$ cat src/core/sag_pkg.sv
// Purpose: Shared constants and types for the sample activity gating sequencer
// Assumes: One clock pclk at 250 MHz, APB register access
// Notes: Byte offsets of the APB registers and their field positions
`default_nettype none
package sag_pkg;
  // Clock rate
  localparam int unsigned CLK_MHZ = 250;
  // Microsecond tick derived from the clock rate
  localparam int unsigned TICK_US = 1;
  localparam int unsigned TICK_CYCLES = TICK_US * CLK_MHZ;
  localparam logic [31:0] TICK_LAST = 32'(TICK_CYCLES - 1);
  // Register byte offsets
  localparam logic [7:0] REG_CTRL = 8'h00;
  localparam logic [7:0] REG_IN_CFG = 8'h04;
  localparam logic [7:0] REG_LEAD = 8'h08;
  localparam logic [7:0] REG_HOLD = 8'h0C;
  localparam logic [7:0] REG_MEAS = 8'h10;
  localparam logic [7:0] REG_CAL_INT = 8'h14;
  localparam logic [7:0] REG_CLN_INT = 8'h18;
  localparam logic [7:0] REG_ACT_LEN = 8'h1C;
  localparam logic [7:0] REG_STATUS = 8'h20;
  localparam logic [7:0] REG_OUT_MAP = 8'h24;
  // Control fields
  localparam int unsigned CTRL_RUN = 0;
  localparam int unsigned CTRL_CONT = 1;
  localparam int unsigned CTRL_CH2 = 2;
  // Input configuration fields, per input: enable at 2i, polarity at 2i+1
  localparam int unsigned IN_EN_BIT = 0;
  localparam int unsigned IN_POL_BIT = 1;
  localparam int unsigned IN_SEL_CH0 = 8;
  localparam int unsigned IN_SEL_CH1 = 12;
  localparam logic [31:0] IN_CFG_RESET = 32'h0000_1003;
  // Reset values for timings, in microseconds
  localparam logic [31:0] LEAD_RESET = 32'h0000_0064;
  localparam logic [31:0] HOLD_RESET = 32'h0000_0064;
  localparam logic [31:0] MEAS_RESET = 32'h0000_03E8;
  localparam logic [31:0] CAL_INT_RESET = 32'h0000_2710;
  localparam logic [31:0] CLN_INT_RESET = 32'h0000_4E20;
  localparam logic [31:0] ACT_LEN_RESET = 32'h0000_01F4;
  localparam logic [31:0] OUT_MAP_RESET = 32'h0000_0000;
  // Activity kinds
  typedef enum logic [1:0] {
    ACT_MEAS = 2'b00,
    ACT_CAL = 2'b01,
    ACT_CLN = 2'b10
  } sag_act_type;
  // Channel sequencer states
  typedef enum logic [3:0] {
    ST_IDLE = 4'b0001,
    ST_LEAD = 4'b0010,
    ST_RUN = 4'b0100,
    ST_DONE = 4'b1000
  } sag_state_type;
endpackage : sag_pkg
`default_nettype wire

$ cat src/core/sag_chan.sv
// Purpose: One measuring channel sequencer with lead time and sample request
// Assumes: Access level already synchronised, polarised and enabled
// Notes: Times counted in microsecond ticks
`default_nettype none
module sag_chan
  import sag_pkg::*;
(
  // Clock and reset
  input wire logic pclk,
  input wire logic presetn,
  // Configuration
  input wire logic tick,
  input wire logic run_en,
  input wire logic cont_mode,
  input wire logic start_req,
  input wire logic access,
  input wire logic [31:0] lead_us,
  input wire logic [31:0] hold_us,
  input wire logic [31:0] meas_us,
  input wire logic [31:0] cal_int_us,
  input wire logic [31:0] cln_int_us,
  input wire logic [31:0] act_len_us,
  // Status
  output logic meas_active,
  output logic sample_req,
  output logic busy,
  output logic [1:0] act_kind
);
  sag_state_type state_q;
  sag_act_type act_q;
  logic [31:0] phase_q;
  logic [31:0] req_q;
  logic [31:0] cal_q;
  logic [31:0] cln_q;
  logic pend_q;
  logic cal_due;
  logic cln_due;
  logic [31:0] hold_lim;
  logic [31:0] act_time;
  logic want;

  assign cal_due = (cal_q >= cal_int_us);
  assign cln_due = (cln_q >= cln_int_us);
  // Duration capped at lead plus measurement time
  assign hold_lim = (hold_us > lead_us + meas_us) ? lead_us + meas_us : hold_us;
  assign act_time = (act_q == ACT_MEAS) ? meas_us : act_len_us;
  // Continuous mode asks for work at once; otherwise a start request is kept
  assign want = cont_mode | pend_q | cal_due | cln_due;

  // Pending single start request
  always_ff @(posedge pclk or negedge presetn) begin
    if (!presetn) begin
      pend_q <= 1'b0;
    end else if (start_req) begin
      pend_q <= 1'b1;
    end else if (state_q == ST_IDLE && access && run_en && !cal_due && !cln_due) begin
      pend_q <= 1'b0;
    end
  end

  // Interval timers for calibration and cleaning
  always_ff @(posedge pclk or negedge presetn) begin
    if (!presetn) begin
      cal_q <= 32'h0000_0000;
      cln_q <= 32'h0000_0000;
    end else begin
      if (state_q == ST_DONE && act_q == ACT_CAL) begin
        cal_q <= 32'h0000_0000;
      end else if (tick && !cal_due) begin
        cal_q <= cal_q + 32'h0000_0001;
      end
      if (state_q == ST_DONE && act_q == ACT_CLN) begin
        cln_q <= 32'h0000_0000;
      end else if (tick && !cln_due) begin
        cln_q <= cln_q + 32'h0000_0001;
      end
    end
  end

  // Activity sequencer
  always_ff @(posedge pclk or negedge presetn) begin
    if (!presetn) begin
      state_q <= ST_IDLE;
      act_q <= ACT_MEAS;
      phase_q <= 32'h0000_0000;
    end else begin
      unique case (state_q)
        ST_IDLE: begin
          phase_q <= 32'h0000_0000;
          // Start only with access; otherwise hold pending work
          if (run_en && access && want) begin
            // Due calibration first, then cleaning, then measurement
            if (cal_due) begin
              act_q <= ACT_CAL;
            end else if (cln_due) begin
              act_q <= ACT_CLN;
            end else begin
              act_q <= ACT_MEAS;
            end
            state_q <= ST_LEAD;
          end
        end
        ST_LEAD: begin
          // Activity postponed by lead time
          if (phase_q >= lead_us) begin
            state_q <= ST_RUN;
            phase_q <= 32'h0000_0000;
          end else if (tick) begin
            phase_q <= phase_q + 32'h0000_0001;
          end
        end
        ST_RUN: begin
          if (phase_q >= act_time) begin
            state_q <= ST_DONE;
          end else if (tick) begin
            phase_q <= phase_q + 32'h0000_0001;
          end
        end
        ST_DONE: begin
          // Back to idle; next start follows without pause
          state_q <= ST_IDLE;
        end
      endcase
    end
  end

  // Sample request hold counter, started with the lead phase
  always_ff @(posedge pclk or negedge presetn) begin
    if (!presetn) begin
      req_q <= 32'h0000_0000;
      sample_req <= 1'b0;
    end else if (state_q == ST_IDLE && run_en && access && want && hold_lim != 32'h0) begin
      req_q <= 32'h0000_0000;
      sample_req <= 1'b1;
    end else if (sample_req) begin
      if (tick) begin
        req_q <= req_q + 32'h0000_0001;
      end
      if (req_q >= hold_lim) begin
        sample_req <= 1'b0;
      end
    end
  end

  // Measurement running flag, never during calibration or cleaning
  always_ff @(posedge pclk or negedge presetn) begin
    if (!presetn) begin
      meas_active <= 1'b0;
      busy <= 1'b0;
      act_kind <= 2'b00;
    end else begin
      meas_active <= (state_q == ST_RUN) && (act_q == ACT_MEAS) && (phase_q < act_time);
      busy <= (state_q != ST_IDLE);
      act_kind <= act_q;
    end
  end
endmodule : sag_chan
`default_nettype wire

$ cat src/core/sag_top.sv
// Purpose: Gates sample activities of up to two channels with access inputs
// Assumes: APB slave on pclk, two binary inputs and two binary outputs
// Notes: Outputs registered; inputs pass a two-stage synchroniser
//
// Chosen here: the APB slave port and the address map.
`default_nettype none
module sag_top
  import sag_pkg::*;
#(
  parameter int unsigned NUM_IN = 2,
  parameter int unsigned NUM_OUT = 2
) (
  // Clock and reset
  input wire logic pclk,
  input wire logic presetn,
  // APB slave
  input wire logic psel,
  input wire logic penable,
  input wire logic pwrite,
  input wire logic [7:0] paddr,
  input wire logic [31:0] pwdata,
  output logic [31:0] prdata,
  output logic pready,
  output logic pslverr,
  // Binary inputs from the discrete io module
  input wire logic [NUM_IN-1:0] bin_in,
  // Binary outputs to the discrete io module
  output logic [NUM_OUT-1:0] bin_out
);
  logic [NUM_IN-1:0] sync1_q;
  logic [NUM_IN-1:0] sync2_q;
  logic [NUM_IN-1:0] in_act;
  logic [31:0] ctrl_q;
  logic [31:0] in_cfg_q;
  logic [31:0] lead_q;
  logic [31:0] hold_q;
  logic [31:0] meas_q;
  logic [31:0] cal_int_q;
  logic [31:0] cln_int_q;
  logic [31:0] act_len_q;
  logic [31:0] out_map_q;
  logic [31:0] tick_cnt_q;
  logic tick_q;
  logic start_q;
  logic [1:0] start_ch;
  logic [1:0] access;
  logic [1:0] meas_a;
  logic [1:0] samp_r;
  logic [1:0] busy;
  logic [1:0] kind0;
  logic [1:0] kind1;
  logic [3:0] kinds;
  logic [3:0] src;
  logic wr_en;
  logic rd_en;
  logic addr_ok;

  // Two-stage synchroniser for the pins
  always_ff @(posedge pclk or negedge presetn) begin
    if (!presetn) begin
      sync1_q <= '0;
      sync2_q <= '0;
    end else begin
      sync1_q <= bin_in;
      sync2_q <= sync1_q;
    end
  end

  // Polarity and enable per input
  for (genvar i = 0; i < NUM_IN; i++) begin : g_in
    assign in_act[i] = in_cfg_q[2*i+IN_EN_BIT]
        & ~(sync2_q[i] ^ in_cfg_q[2*i+IN_POL_BIT]);
  end

  // Per channel input assignment; channel 2 only on two-channel units
  assign access[0] = in_act[in_cfg_q[IN_SEL_CH0 +: 1]];
  assign access[1] = ctrl_q[CTRL_CH2] & in_act[in_cfg_q[IN_SEL_CH1 +: 1]];

  // Microsecond tick
  always_ff @(posedge pclk or negedge presetn) begin
    if (!presetn) begin
      tick_cnt_q <= 32'h0000_0000;
      tick_q <= 1'b0;
    end else if (tick_cnt_q >= TICK_LAST) begin
      tick_cnt_q <= 32'h0000_0000;
      tick_q <= 1'b1;
    end else begin
      tick_cnt_q <= tick_cnt_q + 32'h0000_0001;
      tick_q <= 1'b0;
    end
  end

  // APB decode
  assign addr_ok = (paddr[1:0] == 2'b00) && (paddr <= REG_OUT_MAP);
  assign wr_en = psel & penable & pwrite & addr_ok;
  assign rd_en = psel & ~penable & ~pwrite;

  // Configuration registers
  always_ff @(posedge pclk or negedge presetn) begin
    if (!presetn) begin
      ctrl_q <= 32'h0000_0000;
      in_cfg_q <= IN_CFG_RESET;
      lead_q <= LEAD_RESET;
      hold_q <= HOLD_RESET;
      meas_q <= MEAS_RESET;
      cal_int_q <= CAL_INT_RESET;
      cln_int_q <= CLN_INT_RESET;
      act_len_q <= ACT_LEN_RESET;
      out_map_q <= OUT_MAP_RESET;
      start_q <= 1'b0;
    end else begin
      start_q <= 1'b0;
      if (wr_en) begin
        unique case (paddr)
          REG_CTRL: begin
            ctrl_q <= {29'h0, pwdata[2:0]};
            start_q <= pwdata[3];
          end
          REG_IN_CFG: in_cfg_q <= pwdata & 32'h0000_110F;
          REG_LEAD: lead_q <= pwdata;
          REG_HOLD: hold_q <= pwdata;
          REG_MEAS: meas_q <= pwdata;
          REG_CAL_INT: cal_int_q <= pwdata;
          REG_CLN_INT: cln_int_q <= pwdata;
          REG_ACT_LEN: act_len_q <= pwdata;
          REG_OUT_MAP: out_map_q <= pwdata & 32'h0000_0033;
          default: begin
          end
        endcase
      end
    end
  end

  // APB read data, no wait state
  always_ff @(posedge pclk or negedge presetn) begin
    if (!presetn) begin
      prdata <= 32'h0000_0000;
      pready <= 1'b0;
      pslverr <= 1'b0;
    end else begin
      pready <= psel & ~penable;
      pslverr <= psel & ~penable & ~addr_ok;
      if (rd_en) begin
        case (paddr)
          REG_CTRL: prdata <= ctrl_q;
          REG_IN_CFG: prdata <= in_cfg_q;
          REG_LEAD: prdata <= lead_q;
          REG_HOLD: prdata <= hold_q;
          REG_MEAS: prdata <= meas_q;
          REG_CAL_INT: prdata <= cal_int_q;
          REG_CLN_INT: prdata <= cln_int_q;
          REG_ACT_LEN: prdata <= act_len_q;
          REG_STATUS: prdata <= {18'h0, kind1, kind0, busy, samp_r, meas_a, in_act[1:0], access};
          REG_OUT_MAP: prdata <= out_map_q;
          default: prdata <= 32'h0000_0000;
        endcase
      end
    end
  end

  assign start_ch = {start_q & ctrl_q[CTRL_CH2], start_q};

  // One sequencer per measuring channel
  for (genvar c = 0; c < 2; c++) begin : g_ch
    sag_chan u_chan (
      .pclk(pclk),
      .presetn(presetn),
      .tick(tick_q),
      .run_en(ctrl_q[CTRL_RUN] & (c == 0 || ctrl_q[CTRL_CH2])),
      .cont_mode(ctrl_q[CTRL_CONT]),
      .start_req(start_ch[c]),
      .access(access[c]),
      .lead_us(lead_q),
      .hold_us(hold_q),
      .meas_us(meas_q),
      .cal_int_us(cal_int_q),
      .cln_int_us(cln_int_q),
      .act_len_us(act_len_q),
      .meas_active(meas_a[c]),
      .sample_req(samp_r[c]),
      .busy(busy[c]),
      .act_kind(kinds[2*c +: 2])
    );
  end
  // Activity kind of each channel for the status word
  assign kind0 = kinds[1:0];
  assign kind1 = kinds[3:2];

  // Status sources: 0 meas ch1, 1 request ch1, 2 meas ch2, 3 request ch2
  assign src = {samp_r[1], meas_a[1], samp_r[0], meas_a[0]};

  // Output routing per binary output
  for (genvar o = 0; o < NUM_OUT; o++) begin : g_out
    always_ff @(posedge pclk or negedge presetn) begin
      if (!presetn) begin
        bin_out[o] <= 1'b0;
      end else begin
        bin_out[o] <= src[out_map_q[4*o +: 2]];
      end
    end
  end
endmodule : sag_top
`default_nettype wire

$ cat config.mk
export PLATFORM = sky130hd
export DESIGN_NAME = sag_top
export DESIGN_NICKNAME = d
export VERILOG_FILES = /design/src/core/sag_pkg.sv /design/src/core/sag_chan.sv /design/src/core/sag_top.sv
export SDC_FILE = /design/constraint.sdc
export NUM_CORES = 2
export LEC_CHECK = 0
export ABC_AREA = 0
export BUFFER_PORTS_ARGS = -buffer_cell sky130_fd_sc_hd__buf_2
export CORE_MARGIN = 3
export CORE_UTILIZATION = 51
export CTS_CLUSTER_SIZE = 10
export DETAILED_ROUTE_END_ITERATION = 10
export HOLD_SLACK_MARGIN = 0.06
export PLACE_DENSITY = 0.68
export SYNTH_ARGS = -nofsm -noshare
export SYNTH_HDL_FRONTEND = slang
export SYNTH_SLANG_ARGS = --single-unit
$ cat constraint.sdc
create_clock -name pclk -period 6.65 [get_ports pclk]
set_clock_uncertainty 0.15 [all_clocks]
set_input_delay 1.33 -clock pclk [delete_from_list [all_inputs] [get_ports pclk]]
set_output_delay 1.33 -clock pclk [all_outputs]
set_load 0.02 [all_outputs]
* Word-level counts from Yosys, hierarchy flattened
Index checks and enable logic that the tools add are counted.
Storage, ports and cells: bits in registers 559, input bits 47, word-level logic and storage cells 256
Operators by class: add/subtract/negate cells 10, magnitude comparators 19, equal/unequal tests 31, multiplexer cells 60, bitwise gates (word level) 24, reductions and logical operators 71
Operators with widths (number):
- 2-to-1 mux 32 bit | 24
- >= comparator 32 bit | 10
- case mux 32 bit (10 select lines) | 1
- adder 32 x 1 -> 32 bit, second input constant | 9
- case mux 32 bit (3 select lines) | 2
- less-than comparator 32 bit | 2
- logical AND 1 bit | 33
- adder 32 bit | 1
- == test 8 x 5 -> 1 bit, second input constant | 4
- >= comparator 32 x 8 -> 1 bit, second input constant | 1
- > comparator 32 bit | 1
- case mux 4 bit (4 select lines) | 2
- nonzero test 32 bit | 1
- AND reduction 2 bit | 15
- 2-to-1 mux 4 bit | 6
- nonzero test 2 bit | 10
- 2-to-1 mux 1 bit | 19
- == test 8 x 4 -> 1 bit, second input constant | 2
- == test 8 x 6 -> 1 bit, second input constant | 2
- bitwise AND 1 bit | 11
- == test 4 x 1 -> 1 bit, second input constant | 2
- == test 4 x 2 -> 1 bit, second input constant | 2
- == test 4 x 3 -> 1 bit, second input constant | 2
- == test 4 bit, second input constant | 2
- other kinds (19) | 51

* Logic depth before layout (Yosys ltp)
depth in word-level cells 12, depth in mapped cells 36, mapped depth without buffers 34

* By module
A second synthesis with hierarchy kept.
Unflattened totals: cells, all modules 4305, area, all modules 40760.3 µm²
By module, submodules not included:
- sag_chan at g_ch[0].u_chan | times used 1, cells an instance 1754, area each 14760.4 µm²
- sag_chan at g_ch[1].u_chan | times used 1, cells an instance 1653, area each 13814.5 µm²
- sag_top | times used 1, cells an instance 898, area each 12185.4 µm²

* Least setup slack after synthesis
OpenSTA, ideal clock, no wires.
kind reg2reg, from register lead_q[0], to register g_ch[1].u_chan.sample_req, library setup time 0.078 ns, arrival 6.487 ns, required time 6.422 ns, slack -0.065 ns, cell stages (with the launch flop) 35, cells stage by stage dfrtp_1 -> ha_1 -> inv_1 -> fa_1 -> nor2b_1 -> o31a_1 -> o2111ai_1 -> a2111oi_2 -> o211ai_1 -> nand2b_1 -> a211oi_1 -> xnor2_1 -> inv_1 -> ha_1 -> a21o_1 -> a21o_1 -> a21oi_1 -> nor2_1 -> a2111oi_0 -> o21ai_0 -> o31ai_2 -> buf_2 -> clkbuf_1 -> a21oi_1 -> ha_1 -> a21o_1 -> a21o_1 -> a21o_1 -> a21o_1 -> a21o_1 -> a21oi_1 -> nor3_1 -> o221ai_1 -> o2111ai_1 -> o2bb2ai_1
Between the ends: cells in the longest elaborated chain, start to end 7, elaborated cells between the ends (all ways) 9
Ends and longest elaborated chain:
- from (decl) | line sag_top.sv:35 | logic [31:0] lead_q;
- from (signal assigned) | line sag_top.sv:120 | REG_LEAD: lead_q <= pwdata;
- adder 32 bit (*) | line sag_chan.sv:45 | assign hold_lim = (hold_us > lead_us + meas_us) ? lead_us + meas_us : hold_us;
- > comparator 32 bit | line sag_chan.sv:45
- 2-to-1 mux 32 bit (*) | line sag_chan.sv:45
- >= comparator 32 bit | line sag_chan.sv:139 | if (req_q >= hold_lim) begin
- 2-to-1 mux 1 bit | line sag_chan.sv:139
- 2-to-1 mux 1 bit | line sag_chan.sv:135 | end else if (sample_req) begin
- 2-to-1 mux 1 bit (*) | line sag_chan.sv:132 | end else if (state_q == ST_IDLE && run_en && access && want && hold_lim != 32'h0) begin
- to (signal assigned) | line sag_chan.sv:131 | sample_req <= 1'b0;
- to (signal assigned) | line sag_chan.sv:134 | sample_req <= 1'b1;
- to (signal assigned) | line sag_chan.sv:140 | sample_req <= 1'b0;
- to (decl) | line sag_chan.sv:25 | output logic sample_req,
Every way passes the cells marked *; elsewhere a longest branch is shown, timed or not. A chain may end at the register's enable or synchronous reset.

* Worst setup path after layout
from register meas_q[3], to register g_ch[1].u_chan.sample_req
Between the ends: cells in the longest elaborated chain, start to end 7, elaborated cells between the ends (all ways) 9
Ends and longest elaborated chain:
- from (decl) | line sag_top.sv:37 | logic [31:0] meas_q;
- from (signal assigned) | line sag_top.sv:122 | REG_MEAS: meas_q <= pwdata;
- adder 32 bit (*) | line sag_chan.sv:45
- > comparator 32 bit | line sag_chan.sv:45
- 2-to-1 mux 32 bit (*) | line sag_chan.sv:45
- >= comparator 32 bit | line sag_chan.sv:139
- 2-to-1 mux 1 bit | line sag_chan.sv:139
- 2-to-1 mux 1 bit | line sag_chan.sv:135
- 2-to-1 mux 1 bit (*) | line sag_chan.sv:132
Marked as above.

==> summary.md <==
| Metric | Value |
|---|---|
| Peak supply drop | 0.0002042 V |
| Nature of the critical path endpoint | flip-flop |
| Main flop type after synthesis | dfrtp_1 |
| Count of final max-slew check failures | 0 |
| Reg2Reg Setup Slack | around 81 ps |
| Via count | approximately 30,000 |
| Arrival time at the worst endpoint | 6990 ps |
| Final core area utilization | 0.5903 |
| Maximum level of the CTS H-tree | 3 |
| Final Hold Fails | 0 |
| Async S/R FF share, synth | 1.000 |
| WP depth | 29 |
| Crit Path Class | reg2reg |
| Sum of overflow across all layers after global routing | 0 |
| Sequential-to-total area share from yosys stat | 0.3874 |
| Critical path launch point type | flip-flop |
| Start point of the critical path | meas_q[3]$_DFFE_PN1P_ |
| Die Height | around 270 µm |
| Most common cell after layout, fill and taps aside | dfrtp_1 |
| Worst Tran Pin Value | 1109 ps |
| End point of the critical path | g_ch[1].u_chan.sample_req$_DFF_PN0_ |
| Total chip power | 8.034 mW |
| Relative area change from synthesis to final layout | 14.35% |
| Cell types with the largest area share after synthesis | dfrtp_1 36%, ha_1 13%, xnor2_1 4.4% |
| Detailed-router iteration count before antenna repair | 6 |
| Number of buffers created by CTS | 70 |
| Total of warnings raised by yosys | 0 |
| Number of flops mapped to enable cells by yosys | 0 |
| Buffers plus inverters on the worst setup path | 1 |
| Maximum clock frequency | 152.2 MHz |
| Clock transition at the registers of the reported paths | approximately 70 ps |
| Complex-gate fraction of the synthesized area | 0.1694 |
| Initial core utilization | 0.5162 |
| Detailed placer's ending HPWL | ~85,000 µm |
| Cell type group with the largest total delay on the critical path | compound AO/OA/AOI/OAI gates |
| Clock Tree Root | clkbuf_16 |
| Clock insertion delay at the later pin of the skew report | between 600 and 700 ps |
| RSZ-0062 raised after global routing | true |
| Area of the multi-input gates | 0.02131 mm² |
| Simple-gate area share of the yosys netlist | 0.1479 |
| Row count | 97 |
| Cell area after synthesis | between 0.03 and 0.04 mm² |
| Final net count | 4,415 |
| Floorplan Core Area | around 0.070 mm² |
| Required time reported for the critical path endpoint | ~7100 ps |
| MaxCap Viol Count | 0 |
| CTS tree | built |
| Adder and majority cell fraction of the synthesized area | 0.1353 |
| Global placer's final weighted congestion | 0.9532 |
| Final Setup Violations | 0 |
| Min-Delay Startpoint | sync1_q[0]$_DFF_PN0_ |
| Outcome | complete, no violations |
| Logic depth of the worst register-to-register path | 29 |
| Cell type of the slowest stage on the worst timing path | dfstp_2 |
| Setup total negative slack | 0 ps |
| WL per Instance | about 23 µm |
| Total detailed-routing wirelength | roughly 110,000 µm |
| Combined flip-flop and latch cell area | 0.01403 mm² |
| Fraction of layout cells with a size suffix above 1 | 0.1527 |
| Most area-hungry cell type in the Yosys netlist | dfrtp_1 |
| Fraction of synthesized cell area taken by the top area cell type | 0.3635 |
| Cells after Synth | approximately 3,800 |
| Overall die area | between 0.07 and 0.08 mm² |
| Number of antenna violations at the first check in global routing | 3 |
| Number of distinct library cell variants in the gate-level netlist after synthesis | between 80 and 90 |
| Synth Register Bits | 559 |
| Final worst path period share | 0.9879 |
| Type of the worst min-delay path | reg2reg |
| Minimum period implied by the final worst setup slack | around 6600 ps |
| Average footprint of a synthesized cell | a little under 10 µm² |
| Number of top-level pins | 83 |
| Post-Synth XOR/XNOR Area | 0.06313 |
| DRC violation total after the first TritonRoute iteration | roughly 2,600 |
| GRT Overall Usage | 0.3071 |
| Clock sinks | ~560 |
| Avg Vias per Cell | just over 6 |
| Die X | between 200 and 300 µm |
| Quantity of I/O buffers inserted on ports | slightly above 80 |
| Hold_ws | about 200 ps |
| Combinational family with the most area after synthesis | compound AO/OA/AOI/OAI gates |
| Static power due to leakage | roughly 21 nW |
| Reg-to-reg critical path endpoint | g_ch[1].u_chan.sample_req$_DFF_PN0_ |
| Post-detailed-route DRC marker count | 0 |
| Maximum fanout count along the critical path | 4 |
| Highest-count cells in the layout ignoring fill and taps | 526 x dfrtp_1, 386 x ha_1, 333 x nor2_1 |
| Clock Tree Buf Depth | 3 |
| Antenna viol nets, final | 0 |
| Proportion of synthesized area in mux cells | 0.05860 |
| Pin count of the biggest net entering global routing | 140 |
| Slowest Stage Delay on Critical Path | 560 ps |
| Vias in the first global route | around 30,000 |
| Worst path most repeated cell | a21o_1 |
| Pwr Density | a little under 200 mW/mm² |
| Wire length of the first global-routing pass | 177,300 µm |
| Worst R2R Start | meas_q[3]$_DFFE_PN1P_ |
| Slew margin rel. | 0.2609 |
| Filler cell count in the final layout | slightly above 6,000 |
synthesized netlist by cell type (20+ instances only):
| cell | n |
|---|---|
| dfrtp_1 | 526 |
| ha_1 | 390 |
| nor2_1 | 345 |
| nand2_1 | 260 |
| inv_1 | 206 |
| a21oi_1 | 187 |
| xnor2_1 | 183 |
| o21ai_0 | 176 |
| a21o_1 | 141 |
| clkbuf_1 | 133 |
| mux2_2 | 116 |
| nand4_1 | 95 |
| nand3_1 | 91 |
| xor2_1 | 78 |
| mux2i_1 | 77 |
| a211oi_1 | 68 |
| a22oi_1 | 64 |
| nor3_1 | 53 |
| nor4_1 | 50 |
| and3_1 | 39 |
| a2111oi_0 | 37 |
| dfstp_2 | 33 |
| nor2b_1 | 32 |
| o211ai_1 | 31 |
| or3_1 | 29 |
| a221oi_1 | 26 |
| nand2b_1 | 25 |
| and4_1 | 24 |
| o21a_1 | 24 |
| a21oi_2 | 20 |
flip-flops by register name, summed over array words and instances, names as in the netlist, 6 cells and up:
name / flops
act_len_q: 32
cal_int_q: 32
cln_int_q: 32
g_ch.u_chan.cal_q: 64
g_ch.u_chan.cln_q: 64
g_ch.u_chan.phase_q: 64
g_ch.u_chan.req_q: 64
g_ch.u_chan.state_q: 8
hold_q: 32
in_cfg_q: 6
lead_q: 32
meas_q: 32
prdata: 32
tick_cnt_q: 32
worst min path at each step:
stage / end / slack, ps / cells after the start
after floorplan: sync2_q[0]$_DFF_PN0_ / 180 / 0
after global placement: sync2_q[0]$_DFF_PN0_ / 180 / 0
final: sync2_q[0]$_DFF_PN0_ / 200 / 0
after global routing: sync2_q[1]$_DFF_PN0_ / 210 / 0
after detailed placement: sync2_q[0]$_DFF_PN0_ / 180 / 0
after CTS: sync2_q[0]$_DFF_PN0_ / 200 / 0
layout make-up:
cell class	instances	area share
well taps	940	0.02840
clock inverters	14	0.006376
flip-flops and latches	559	0.3388
clock buffers	108	0.04720
inverters	206	0.01867
multi-input cells	2880	0.5145
diodes	2	0.0001209
repair buffers	260	0.04587
power by group:
part	total (mW)	internal, mW	leakage, nW	switching, mW
sequential	3.49	3.45	7.04	0.0382
clock	3.72	2.13	1.06	1.59
combinational	0.823	0.313	12.6	0.510
total	8.03	5.89	20.7	2.14
per-layer routing:
metal  vias up  wire length (µm)  GRT usage
li1      14131                 -          -
met2      1127             50100     0.4704
met5         -                11          0
met4         2              5723     0.1404
met1     14921             49560     0.4202
met3       264              9029    0.06122
timing repair:
action                                  4_1_cts  5_1_grt
setup buffers                                 4        7
hold buffers                                  0        0
pin swaps                                    13       48
endpoints found under the setup margin        2        2
resized for setup                            15       56
cloned                                        0        2
logic make-up (layout without fill, tap and decap cells):
group                    Yosys count  in the layout
other                              1             26
adder cells (fa/ha/maj)          391            391
buffers and inverters            355            588
AND/OR/NAND/NOR                 1105           1105
flip-flops                       559            559
AO/OA/AOI/OAI                    904            904
XOR/XNOR                         261            261
multiplexers                     195            195
stage by stage:
stage          area, µm²  setup slack [ps]  cells
2_1_floorplan      36310             9.825   3794
6_report           41410             80.66   4969
4_1_cts            41060             1.882   4958
5_1_grt            41400            -218.1   4967
3_3_place_gp       38750            -343.6   4832
3_5_place_dp       38750            -366.1   4832
No activity file was read; power rests on OpenSTA's default activity.
